### config.mk
export PLATFORM = sky130hd
export DESIGN_NAME = perf_monitor
export DESIGN_NICKNAME = d
export VERILOG_FILES = /design/src/rtl/pm_pkg.sv /design/src/rtl/interval_if.sv /design/src/rtl/interval_timer.sv /design/src/rtl/perf_monitor.sv
export SDC_FILE = /design/constraint.sdc
export NUM_CORES = 1
export LEC_CHECK = 0
export BUFFER_PORTS_ARGS = -buffer_cell sky130_fd_sc_hd__buf_2
export CORE_MARGIN = 2
export CORE_UTILIZATION = 30
export DETAILED_ROUTE_END_ITERATION = 8
export GPL_ROUTABILITY_DRIVEN = 0
export PLACE_DENSITY = 0.45
export SYNTH_ARGS = -nofsm -noshare
export SYNTH_HDL_FRONTEND = slang
export SYNTH_SLANG_ARGS = --single-unit
export TNS_END_PERCENT = 1
### constraint.sdc
create_clock -name pclk -period 4.5 [get_ports pclk]
set_clock_uncertainty 0.15 [all_clocks]
set_input_delay 0.9 -clock pclk [delete_from_list [all_inputs] [get_ports pclk]]
set_output_delay 0.9 -clock pclk [all_outputs]
set_load 0.01 [all_outputs]
### src/rtl/pm_pkg.sv
// Constants, register map and field layout of the framer performance monitor.
package pm_pkg;

    // ****************************************************************
    // Timing
    // ****************************************************************
    localparam int unsigned CLK_MHZ         = 100;
    localparam int unsigned INTERVAL_MS     = 1000;
    localparam int unsigned INTERVAL_CYCLES = INTERVAL_MS * 1000 * CLK_MHZ;

    // ****************************************************************
    // Register indices (byte address is four times the index)
    // ****************************************************************
    localparam int          ADDR_W        = 12;
    localparam logic [7:0]  IDX_CFG       = 8'h00;
    localparam logic [7:0]  IDX_E1_GLOBAL = 8'h09;
    localparam logic [7:0]  IDX_T1_GLOBAL = 8'h0c;
    localparam logic [7:0]  IDX_T1_STATUS = 8'h49;
    localparam logic [7:0]  IDX_T1_BEE_LO = 8'h4a;
    localparam logic [7:0]  IDX_T1_BEE_HI = 8'h4b;
    localparam logic [7:0]  IDX_T1_FER_LO = 8'h4c;
    localparam logic [7:0]  IDX_T1_FER_HI = 8'h4d;
    localparam logic [7:0]  IDX_T1_OOF    = 8'h4e;
    localparam logic [7:0]  IDX_T1_ALIGN_CHANGE_COUNT   = 8'h4f;
    localparam logic [7:0]  IDX_E1_STATUS = 8'h68;
    localparam logic [7:0]  IDX_E1_FER    = 8'h69;
    localparam logic [7:0]  IDX_E1_FAR_LO = 8'h6a;
    localparam logic [7:0]  IDX_E1_FAR_HI = 8'h6b;
    localparam logic [7:0]  IDX_E1_CRC_LO = 8'h6c;
    localparam logic [7:0]  IDX_E1_CRC_HI = 8'h6d;
    localparam logic [7:0]  IDX_MODE      = 8'hf0;

    // ****************************************************************
    // Field positions and reset values
    // ****************************************************************
    localparam int          CFG_AUTO_BIT  = 0;
    localparam int          CFG_NFAS_BIT  = 4;
    localparam int          CFG_WORD_BIT  = 5;
    localparam int          ST_OVR_BIT    = 0;
    localparam int          ST_COUNT_TRANSFER_FLAG_BIT   = 1;
    localparam int          ST_TRANSFER_INTERRUPT_ENABLE_BIT   = 2;
    localparam int          MODE_E1_BIT   = 0;
    localparam int          MODE_ESF_BIT  = 1;
    localparam logic [7:0]  CFG_RST       = 8'h00;
    localparam logic [1:0]  MODE_RST      = 2'h1;
    // Revision code is an arbitrary value.
    localparam logic [7:0]  REVISION_CODE = 8'h5a;

    // ****************************************************************
    // Counter bank
    // ****************************************************************
    localparam int          NCNT          = 5;
    localparam int          CW            = 12;
    localparam int          CNT_ALIGN     = 0;
    localparam int          CNT_FAR       = 1;
    localparam int          CNT_BEE       = 2;
    localparam int          CNT_OOF       = 3;
    localparam int          CNT_ALIGN_CHANGE_COUNT      = 4;
    localparam logic [11:0] LIM_E1_ALIGN  = 12'h07f;
    localparam logic [11:0] LIM_E1_10BIT  = 12'h3ff;
    localparam logic [11:0] LIM_T1_ALIGN  = 12'h1ff;
    localparam logic [11:0] LIM_T1_BEE    = 12'hfff;
    localparam logic [11:0] LIM_T1_OOF    = 12'h01f;
    localparam logic [11:0] LIM_T1_ALIGN_CHANGE_COUNT   = 12'h007;
    localparam logic [11:0] LIM_NONE      = 12'h000;

endpackage : pm_pkg

### src/rtl/interval_if.sv
// Interval tick between the timer and the monitor core.
interface interval_if;
    logic enable;
    logic tick;
    modport timer (input enable, output tick);
    modport user  (output enable, input tick);
endinterface : interval_if

### src/rtl/interval_timer.sv
// Free interval timer giving one tick per interval while enabled.
module interval_timer #(
    parameter int unsigned CYCLES = pm_pkg::INTERVAL_CYCLES
) (
    // Clock and reset
    input  wire logic  pclk,
    input  wire logic  presetn,
    // Tick to the monitor
    interval_if.timer  itf
);
    import pm_pkg::*;

    localparam logic [31:0] LAST = 32'(CYCLES - 1);

    logic [31:0] cnt_q;
    logic        tick_q;

    // Disabling restarts the interval so the first tick is a full one.
    always_ff @(posedge pclk or negedge presetn) begin
        if (!presetn) begin
            cnt_q  <= 32'h0;
            tick_q <= 1'b0;
        end else if (!itf.enable) begin
            cnt_q  <= 32'h0;
            tick_q <= 1'b0;
        end else if (cnt_q >= LAST) begin
            cnt_q  <= 32'h0;
            tick_q <= 1'b1;
        end else begin
            cnt_q  <= cnt_q + 32'h1;
            tick_q <= 1'b0;
        end
    end

    assign itf.tick = tick_q;

endmodule : interval_timer

### src/rtl/perf_monitor.sv
// Per-framer performance monitor with APB register access.
module perf_monitor #(
    parameter int unsigned INTERVAL_CYCLES = pm_pkg::INTERVAL_CYCLES
) (
    // Clock and reset
    input  wire logic                      pclk,
    input  wire logic                      presetn,
    // APB slave
    input  wire logic                      psel,
    input  wire logic                      penable,
    input  wire logic                      pwrite,
    input  wire logic [pm_pkg::ADDR_W-1:0] paddr,
    input  wire logic [31:0]               pwdata,
    output logic      [31:0]               prdata,
    output logic                           pready,
    output logic                           pslverr,
    // E1 events from the frame processor
    input  wire logic                      basic_sync_lost,
    input  wire logic                      crc_mf_sync_lost,
    input  wire logic                      fas_strobe,
    input  wire logic [2:0]                fas_err_bits,
    input  wire logic                      nfas_strobe,
    input  wire logic                      nfas_bit2,
    input  wire logic                      far_end_error,
    input  wire logic                      crc_error,
    // T1/J1 events from the frame processor
    input  wire logic                      t1_align_bit_error,
    input  wire logic                      crc6_error,
    input  wire logic                      out_of_frame,
    input  wire logic                      align_change,
    // Global update shared by the eight framers
    input  wire logic                      global_update_in,
    output logic                           global_update_out,
    // Interrupt
    output logic                           irq
);
    import pm_pkg::*;

    // ****************************************************************
    // APB decode
    // ****************************************************************
    logic [7:0]    idx;
    logic          setup;
    logic          access;
    logic          wr;
    logic          rd;
    logic          e1;
    logic          esf;
    logic          is_count;
    logic          is_status;
    logic          is_global;
    logic          mapped;
    logic [7:0]    rd_byte;
    logic          pready_q;
    logic          pslverr_q;
    logic [31:0]   prdata_q;
    logic [7:0]    cfg_q;
    logic [1:0]    mode_q;
    logic          transfer_interrupt_enable_q;
    logic          count_transfer_flag_q;
    logic          ovr_q;
    logic          unread_q;
    logic          glb_q;
    logic          irq_q;
    logic          word_pend_q;
    logic          upd;
    logic          glb_wr;
    logic          tick;
    logic [3:0]    inc   [NCNT];
    logic [CW-1:0] lim   [NCNT];
    logic [CW-1:0] run_q [NCNT];
    logic [CW-1:0] run_d [NCNT];
    logic [CW-1:0] lat_q [NCNT];

    interval_if tmr_if ();

    assign idx    = paddr[9:2];
    assign setup  = psel & ~penable;
    assign access = psel & penable & pready_q;
    assign wr     = access & pwrite;
    assign rd     = access & ~pwrite;
    assign e1     = mode_q[MODE_E1_BIT];
    assign esf    = mode_q[MODE_ESF_BIT];

    always_comb begin
        if (e1) begin
            is_count  = (idx >= IDX_E1_FER) && (idx <= IDX_E1_CRC_HI);
            is_status = (idx == IDX_E1_STATUS);
            is_global = (idx == IDX_E1_GLOBAL);
        end else begin
            is_count  = (idx >= IDX_T1_BEE_LO) && (idx <= IDX_T1_ALIGN_CHANGE_COUNT);
            is_status = (idx == IDX_T1_STATUS);
            is_global = (idx == IDX_T1_GLOBAL);
        end
        mapped = (paddr[1:0] == 2'h0) && (paddr[11:10] == 2'h0)
               && (is_count || is_status || is_global
                   || idx == IDX_CFG || idx == IDX_MODE);
    end

    // Read data only depends on the mode's own map.
    always_comb begin
        rd_byte = 8'h00;
        if (e1) begin
            case (idx)
                IDX_E1_FER:    rd_byte = {1'b0, lat_q[CNT_ALIGN][6:0]};
                IDX_E1_FAR_LO: rd_byte = lat_q[CNT_FAR][7:0];
                IDX_E1_FAR_HI: rd_byte = {6'h00, lat_q[CNT_FAR][9:8]};
                IDX_E1_CRC_LO: rd_byte = lat_q[CNT_BEE][7:0];
                IDX_E1_CRC_HI: rd_byte = {6'h00, lat_q[CNT_BEE][9:8]};
                default:       rd_byte = 8'h00;
            endcase
        end else begin
            case (idx)
                IDX_T1_BEE_LO: rd_byte = lat_q[CNT_BEE][7:0];
                IDX_T1_BEE_HI: rd_byte = {4'h0, lat_q[CNT_BEE][11:8]};
                IDX_T1_FER_LO: rd_byte = lat_q[CNT_ALIGN][7:0];
                IDX_T1_FER_HI: rd_byte = {7'h00, lat_q[CNT_ALIGN][8]};
                IDX_T1_OOF:    rd_byte = {3'h0, lat_q[CNT_OOF][4:0]};
                IDX_T1_ALIGN_CHANGE_COUNT:   rd_byte = {5'h00, lat_q[CNT_ALIGN_CHANGE_COUNT][2:0]};
                default:       rd_byte = 8'h00;
            endcase
        end
        if (is_status) begin
            rd_byte = {5'h00, transfer_interrupt_enable_q, count_transfer_flag_q, ovr_q};
        end else if (is_global) begin
            rd_byte = REVISION_CODE;
        end else if (idx == IDX_CFG) begin
            rd_byte = cfg_q;
        end else if (idx == IDX_MODE) begin
            rd_byte = {6'h00, mode_q};
        end
        if (!mapped) begin
            rd_byte = 8'h00;
        end
    end

    // No wait state: the answer is prepared in the setup cycle.
    always_ff @(posedge pclk or negedge presetn) begin
        if (!presetn) begin
            pready_q  <= 1'b0;
            pslverr_q <= 1'b0;
            prdata_q  <= 32'h0;
        end else begin
            pready_q  <= setup;
            pslverr_q <= setup & ~mapped;
            if (setup) begin
                prdata_q <= {24'h000000, rd_byte};
            end
        end
    end

    // ****************************************************************
    // Configuration
    // ****************************************************************
    always_ff @(posedge pclk or negedge presetn) begin
        if (!presetn) begin
            cfg_q  <= CFG_RST;
            mode_q <= MODE_RST;
        end else if (wr && mapped && idx == IDX_CFG) begin
            cfg_q  <= pwdata[7:0];
        end else if (wr && mapped && idx == IDX_MODE) begin
            mode_q <= pwdata[1:0];
        end
    end

    // ****************************************************************
    // Group update
    // ****************************************************************
    assign tmr_if.enable = cfg_q[CFG_AUTO_BIT];
    assign tick          = tmr_if.tick;
    assign glb_wr        = wr & mapped & is_global;
    assign upd = tick | (wr & mapped & is_count)
               | glb_wr | global_update_in;

    interval_timer #(
        .CYCLES (INTERVAL_CYCLES)
    ) u_timer (
        .pclk    (pclk),
        .presetn (presetn),
        .itf     (tmr_if)
    );

    // The registered pulse tells the seven sibling framers to latch one cycle after this one.
    always_ff @(posedge pclk or negedge presetn) begin
        if (!presetn) begin
            glb_q <= 1'b0;
        end else begin
            glb_q <= glb_wr;
        end
    end

    // ****************************************************************
    // Event selection
    // ****************************************************************
    always_ff @(posedge pclk or negedge presetn) begin
        if (!presetn) begin
            word_pend_q <= 1'b0;
        end else if (fas_strobe) begin
            word_pend_q <= |fas_err_bits;
        end else if (nfas_strobe) begin
            word_pend_q <= 1'b0;
        end
    end

    always_comb begin
        for (int i = 0; i < NCNT; i++) begin
            inc[i] = 4'h0;
            lim[i] = LIM_NONE;
        end
        if (e1) begin
            lim[CNT_ALIGN] = LIM_E1_ALIGN;
            lim[CNT_FAR]   = LIM_E1_10BIT;
            lim[CNT_BEE]   = LIM_E1_10BIT;
            case ({cfg_q[CFG_WORD_BIT], cfg_q[CFG_NFAS_BIT]})
                2'b00: inc[CNT_ALIGN] = fas_strobe ? {1'b0, fas_err_bits}
                                                   : 4'h0;
                2'b01: inc[CNT_ALIGN] =
                    (fas_strobe ? {1'b0, fas_err_bits} : 4'h0)
                    + {3'h0, nfas_strobe & ~nfas_bit2};
                2'b10: inc[CNT_ALIGN] = {3'h0, fas_strobe & |fas_err_bits};
                // The FAS verdict waits for the following NFAS bit 2.
                2'b11: inc[CNT_ALIGN] =
                    {3'h0, nfas_strobe & (word_pend_q | ~nfas_bit2)};
                default: inc[CNT_ALIGN] = 4'h0;
            endcase
            inc[CNT_FAR] = {3'h0, far_end_error};
            inc[CNT_BEE] = {3'h0, crc_error};
            if (crc_mf_sync_lost) begin
                inc[CNT_FAR] = 4'h0;
                inc[CNT_BEE] = 4'h0;
            end
            if (basic_sync_lost) begin
                inc[CNT_ALIGN] = 4'h0;
                inc[CNT_FAR]   = 4'h0;
                inc[CNT_BEE]   = 4'h0;
            end
        end else begin
            lim[CNT_ALIGN] = LIM_T1_ALIGN;
            lim[CNT_BEE]   = LIM_T1_BEE;
            lim[CNT_OOF]   = LIM_T1_OOF;
            lim[CNT_ALIGN_CHANGE_COUNT]  = LIM_T1_ALIGN_CHANGE_COUNT;
            inc[CNT_ALIGN] = {3'h0, t1_align_bit_error};
            inc[CNT_BEE]   = {3'h0, esf ? crc6_error
                                        : t1_align_bit_error};
            inc[CNT_OOF]   = {3'h0, out_of_frame};
            inc[CNT_ALIGN_CHANGE_COUNT]  = {3'h0, align_change};
        end
    end

    // ****************************************************************
    // Counter bank
    // ****************************************************************
    // Counters saturate rather than wrap, so a long error burst never
    // reads back as a small number.
    for (genvar i = 0; i < NCNT; i++) begin : g_cnt
        logic [CW:0] sum;
        assign sum = {1'b0, run_q[i]} + {9'h000, inc[i]};
        always_comb begin
            if (upd) begin
                run_d[i] = {8'h00, inc[i]};
            end else if (sum > {1'b0, lim[i]}) begin
                run_d[i] = lim[i];
            end else begin
                run_d[i] = sum[CW-1:0];
            end
        end
        always_ff @(posedge pclk or negedge presetn) begin
            if (!presetn) begin
                run_q[i] <= '0;
                lat_q[i] <= '0;
            end else begin
                run_q[i] <= run_d[i];
                if (upd) begin
                    lat_q[i] <= run_q[i];
                end
            end
        end
    end

    // ****************************************************************
    // Status and interrupt
    // ****************************************************************
    logic st_wr;
    logic cnt_rd;
    assign st_wr  = wr & mapped & is_status;
    assign cnt_rd = rd & mapped & is_count;

    // A new event in the clearing cycle wins over the clear.
    always_ff @(posedge pclk or negedge presetn) begin
        if (!presetn) begin
            transfer_interrupt_enable_q   <= 1'b0;
            count_transfer_flag_q   <= 1'b0;
            ovr_q    <= 1'b0;
            unread_q <= 1'b0;
            irq_q    <= 1'b0;
        end else begin
            if (st_wr) begin
                transfer_interrupt_enable_q <= pwdata[ST_TRANSFER_INTERRUPT_ENABLE_BIT];
            end
            count_transfer_flag_q   <= upd
                      | (count_transfer_flag_q & ~(st_wr & pwdata[ST_COUNT_TRANSFER_FLAG_BIT]));
            ovr_q    <= (upd & unread_q)
                      | (ovr_q & ~(st_wr & pwdata[ST_OVR_BIT]));
            unread_q <= upd | (unread_q & ~cnt_rd);
            irq_q    <= count_transfer_flag_q & transfer_interrupt_enable_q;
        end
    end

    assign prdata            = prdata_q;
    assign pready            = pready_q;
    assign pslverr           = pslverr_q;
    assign global_update_out = glb_q;
    assign irq               = irq_q;
endmodule : perf_monitor

---- After elaboration in Yosys (flattened, before gate mapping) ----
Index checks and enable logic that the tools add are counted.
operators by class
  add/sub/neg operators ................... 7
  $lt $le $gt $ge ......................... 10
  eq/ne operators ......................... 19
  multiplexer cells ....................... 40
  bitwise logic cells ..................... 37
  reductions and logical operators ........ 18
operator list
  operator               count
  $mux 12                12
  $eq 8x7->1 const B     13
  $gt 13x12->1           5
  $mux 32                2
  $add 12x4->13          4
  $mux 8                 6
  $pmux 8 s6             1
  $pmux 8 s5             1
  $add 32x1->32 const B  1
  $ge 32x27->1 const B   1
  $and 1x1->1            22
  $mux 17                1
  $eq 8x4->1 const B     2
  $ge 8x7->1 const B     2
  $le 8x7->1 const B     2
  $pmux 4 s4             1
  $add 12x1->13          1
  $mux 4                 3
  $mux 10                1
  $mux 5                 2
  $mux 9                 1
  $eq 8x8->1 const B     1
  $logic_not 8->1        1
  $mux 1                 8
  12 further kinds       37
storage, ports and cells
  register bits after elaboration ......... 159
  bits of input ports ..................... 64
  output and inout bits ................... 36
  word-level logic and storage cells ...... 155

---- Longest topological paths before layout ----
  word-level depth ........................ 15
  gate-level depth with buffers ........... 20

---- Hierarchy ----
Synthesis repeated with hierarchy kept, for this count alone.
unflattened totals
  cells, all modules ...................... 869
  area total of the unflattened synthesis .. 8911.0 um^2
by module, submodules not included
  module          instances  cells an instance  area each (um^2)  seq. area each (um^2)
  perf_monitor    1          710                7253.2            3154.3
  interval_timer  1          159                1657.8            825.8

---- Worst setup path before layout ----
No wires, ideal clock.
  path type ............................... input -> register
  start point ............................. input port fas_err_bits[0]
  end point ............................... register run_q[55] in the netlist's numbering
  setup time .............................. 0.079 ns
  arrival time ............................ 4.301 ns
  required time ........................... 4.271 ns
  setup slack ............................. -0.030 ns
  cell stages on the path ................. 18
  path buffers ............................ 1
  cells stage by stage .................... and2_1 > ha_1 > a211o_1 > a32o_1 > ha_1 > fa_1 > a211o_1 > o211a_2 > nand4_1 > xnor2_1 > ha_1 > nand2_1 > nor2_1 > nand4_1 > nor4b_1 > o21ba_4 > buf_6 > mux2i_1
RTL lines
  item                           RTL line             source
  start, declared                perf_monitor.sv:21   input wire logic [2:0] fas_err_bits,
  end signal, assigned by index  perf_monitor.sv:272  run_q[i] <= run_d[i];
  end, declared                  perf_monitor.sv:71   logic [CW-1:0] run_q [NCNT];

==> summary.md <==
| Metric | Value |
|---|---|
| Final hold violation count | 0 |
| Element type at the critical path start | primary input |
| Clk Latency, worst-skew pair | 0.43 ns |
| Post-route setup slack | 0.254 ns |
| Tcrit/Tclk final | 94.4% |
| Worst-case clock buffer depth | 2 |
| Share of synthesized flip-flops with an asynchronous set or reset | 100% |
| Post-synth top area share | 44.3% |
| Post-Synthesis Mean Instance Area | 9.39 um2 |
| Post-detail-place hpwl | 16,200 um |
| Post-detailed-route count of antenna-violating nets | 0 |
| Non-filler instance count after layout | 1,445 |
| Cell mode on critical path | ha_1 |
| Number of enable flip-flop cells after synthesis | 0 |
| Die extent in y | 177 um |
| Required time reported for the critical path endpoint | 4.70 ns |
| Register area share after synthesis | 44.6% |
| Cell type of the slowest stage on the worst timing path | fa_2 |
| DRC viols | 0 |
| Arrival time at the worst endpoint | 4.44 ns |
| Peak clock frequency supported by timing | 0.236 GHz |
| Clock root cell | clkbuf_16 |
| Clock sinks | 159 |
| Maximum level of the CTS H-tree | 4 |
| I/O pin count | 100 |
| Post-synthesis instance area | 0.00893 mm2 |
| Cells taking the most area after synthesis | dfrtp_1 (44%), nand2_1 (7.3%), ha_1 (4.6%) |
| Total leakage power | 4.70 nW |
| Number of max-slew violations in the final report | 0 |
| Number of buffers created by CTS | 17 |
| Initial standard-cell utilization of the core | 30.3% |
| Maximum number of pins on one net before global-route repair | 85 |
| Global-route wire length before repair | 36,500 um |
| Via count of the first global-routing pass | 6,919 |
| Power density over the cells | 308 mW/mm2 |
| Post-layout minimum cycle time | 4.25 ns |
| RSZ-0062 raised after global routing | no |
| DR WL/cell | 15.2 um |
| Cell Rows | 63 |
| Synthesis-to-finish area growth | 16.4% |
| Avg Vias per Cell | 4.77 |
| Pre-CTS setup slack | -0.281 ns |
| Initial antenna violation count | 0 |
| Setup Viol. Count Final | 0 |
| Fin nets | 1,139 |
| Initial detailed-routing violation count | 388 |
| Count of port buffers added during placement | 51 |
| Proportion of layout cells with a drive suffix above 1 | 14.8% |
| Total congestion overflow after global routing | 0 |
| Clock Pin Slew Worst Setup and Hold Paths | 0.07 ns |
| Worst-case headroom to the max-slew limit | 44.9% |
| CP Class | in -> reg |
| Largest incremental delay on the critical path | 0.35 ns |
| CTS tree | done |
| Cell chain of the critical path | buf_2 > and2_1 > ha_1 > a211o_1 > a32o_1 > ha_1 > fa_2 > a211o_1 > o211a_2 > nand4_1 > xnor2_1 > ha_1 > nand2_1 > nor2_1 > nand4_1 > nor4b_2 > o21ba_4 > mux2i_1 |
| Number of distinct library cells after synthesis | 82 |
| IR drop worst, VDD | 239 uV |
| Core footprint | 0.0295 mm2 |
| Placed insts | 1,412 |
| Summed negative setup slack over all endpoints | 0 ns |
| Detailed Routing Iterations Pass 1 | 5 |
| Largest area contributor in the netlist | dfrtp_1 |
| Pin slew with the least headroom to its limit | 0.826 ns |
| Post-synthesis instance total | 951 |
| Hold Crit Class | reg -> reg |
| Result of the run | completed |
| Width of the die | 177 um |
| Max capacitance violation total | 0 |
| Most used flip-flop cell after synthesis | dfrtp_1 |
| Number of register bits inferred by synthesis | 159 |
| Element type at the critical path end | register |
| Critical path fanouts, max | 6 |
| DR vias | 6,886 |
| Total global routing track utilization | 14.8% |
| Die area | 0.0312 mm2 |
| Fillers | 3,058 |
| Yosys warnings | 0 |
| Total routed wirelength | 22,000 um |
## cell type report
type / instances / area (um2) / share of cell area, %
flip-flops and latches: 159 / 3980 / 38.3
clock buffers: 18 / 439 / 4.22
clock inverters: 14 / 150 / 1.44
inverters: 21 / 78.8 / 0.758
multi-input cells: 759 / 4720 / 45.4
well taps: 390 / 488 / 4.69
diodes: 1 / 2.50 / 0.0241
repair buffers: 83 / 539 / 5.19
## metrics by stage
stage                     area, um2  utilization (%)  power [W]  hold WS [ns]
after floorplan                9120                -    0.00169         0.283
after global placement         9800             33.2    0.00179         0.304
after detailed placement       9800             33.2    0.00179         0.307
after CTS                     10400             35.2    0.00326         0.323
after global routing          10400             35.3    0.00336         0.353
final                         10400             35.3    0.00320         0.316
## cells in the final DEF, fill, tap and decap left out, types with 20 or more instances in the layout
cell,Yosys,final
nor2_1,77,77
mux2i_1,20,20
buf_4,25,29
buf_2,19,50
inv_1,20,20
ha_1,33,33
nand3_1,39,39
conb_1,1,50
dfrtp_1,158,158
nand2_1,174,174
o21ai_0,27,27
xor2_1,31,31
xnor2_1,28,28
a21oi_1,38,38
## report_power, final
part	switching, W	leakage [nW]	internal (W)
clock	0.000647	0.279	0.000795
combinational	0.000158	2.35	0.0000915
sequential	0.0000397	2.07	0.00147
total	0.000845	4.70	0.00236
## cell usage after synthesis, drive strengths merged (5+ instances only)
master  instances
nor3           12
a31oi           8
nand3          39
mux2i          20
nor2           77
mux2           15
ha             33
a22o            6
a211oi          5
nand4          18
xnor2          28
nand2         175
nor2b          16
o31ai           5
o21ai          29
and4            8
o211ai          6
a21oi          39
nand2b          5
a22oi          13
nor4           13
dfrtp         158
buf            48
or3             7
and2            8
inv            21
xor2           31
clkbuf         13
and3           11
a21o            8
## worst max-delay path, delay by kind of cell
kind | cells | cell delay [ns]
AO/OA/AOI/OAI | 5 | 1.22
XOR/XNOR | 1 | 0.10
adder cells (fa/ha/maj) | 4 | 1.13
buffers and inverters | 1 | 0.10
multiplexers | 1 | 0.20
AND/OR/NAND/NOR | 6 | 0.77
## layer usage
| layer | track usage (%) | routed length [um] | share of wire [%] |
|---|---|---|---|
| met1 | 20.2 | 10700 | 49 |
| met2 | 24.2 | 10300 | 47 |
| met3 | 2.61 | 648 | 2.9 |
| met4 | 4.13 | 285 | 1.3 |
| met5 | 0 | 0 | 0 |
## cell families after synthesis
logic type	Yosys count	share of synthesized area, %
mux	36	4.38
xor+xnor	59	5.79
flops	159	44.6
buf+inv	82	4.85
other cells	1	0.0420
simple gates	413	22.2
fa+ha+maj	34	4.85
compound gates	167	13.3
## worst paths after layout
kind                       cells past startpoint       startpoint  slack [ns]   endpoint
hold / removal                                 2        lat_q[40]        0.32  lat_q[40]
max in group asynchronous                      2          presetn        2.94  lat_q[43]
setup reg to reg                              13        mode_q[0]        0.55  run_q[56]
min in group asynchronous                      1          presetn        0.37   run_q[6]
setup / recovery                              18  fas_err_bits[0]        0.25  run_q[56]
hold reg to reg                                2        lat_q[40]        0.32  lat_q[40]
## state kept, by name (all words and copies together), names as in the netlist, 2 cells and up
name           cells
run_q             60
lat_q             39
u_timer.cnt_q     32
cfg_q              8
prdata             8
mode_q             2
## timing repair
action / in CTS / in global routing
resized for setup: 0 / 1
endpoints found under the setup margin: 0 / 3
hold buffers: 0 / 0
buffers inserted: 0 / 0
hold endpoints to repair: 0 / 0
Power figures use the tool's default switching activity.
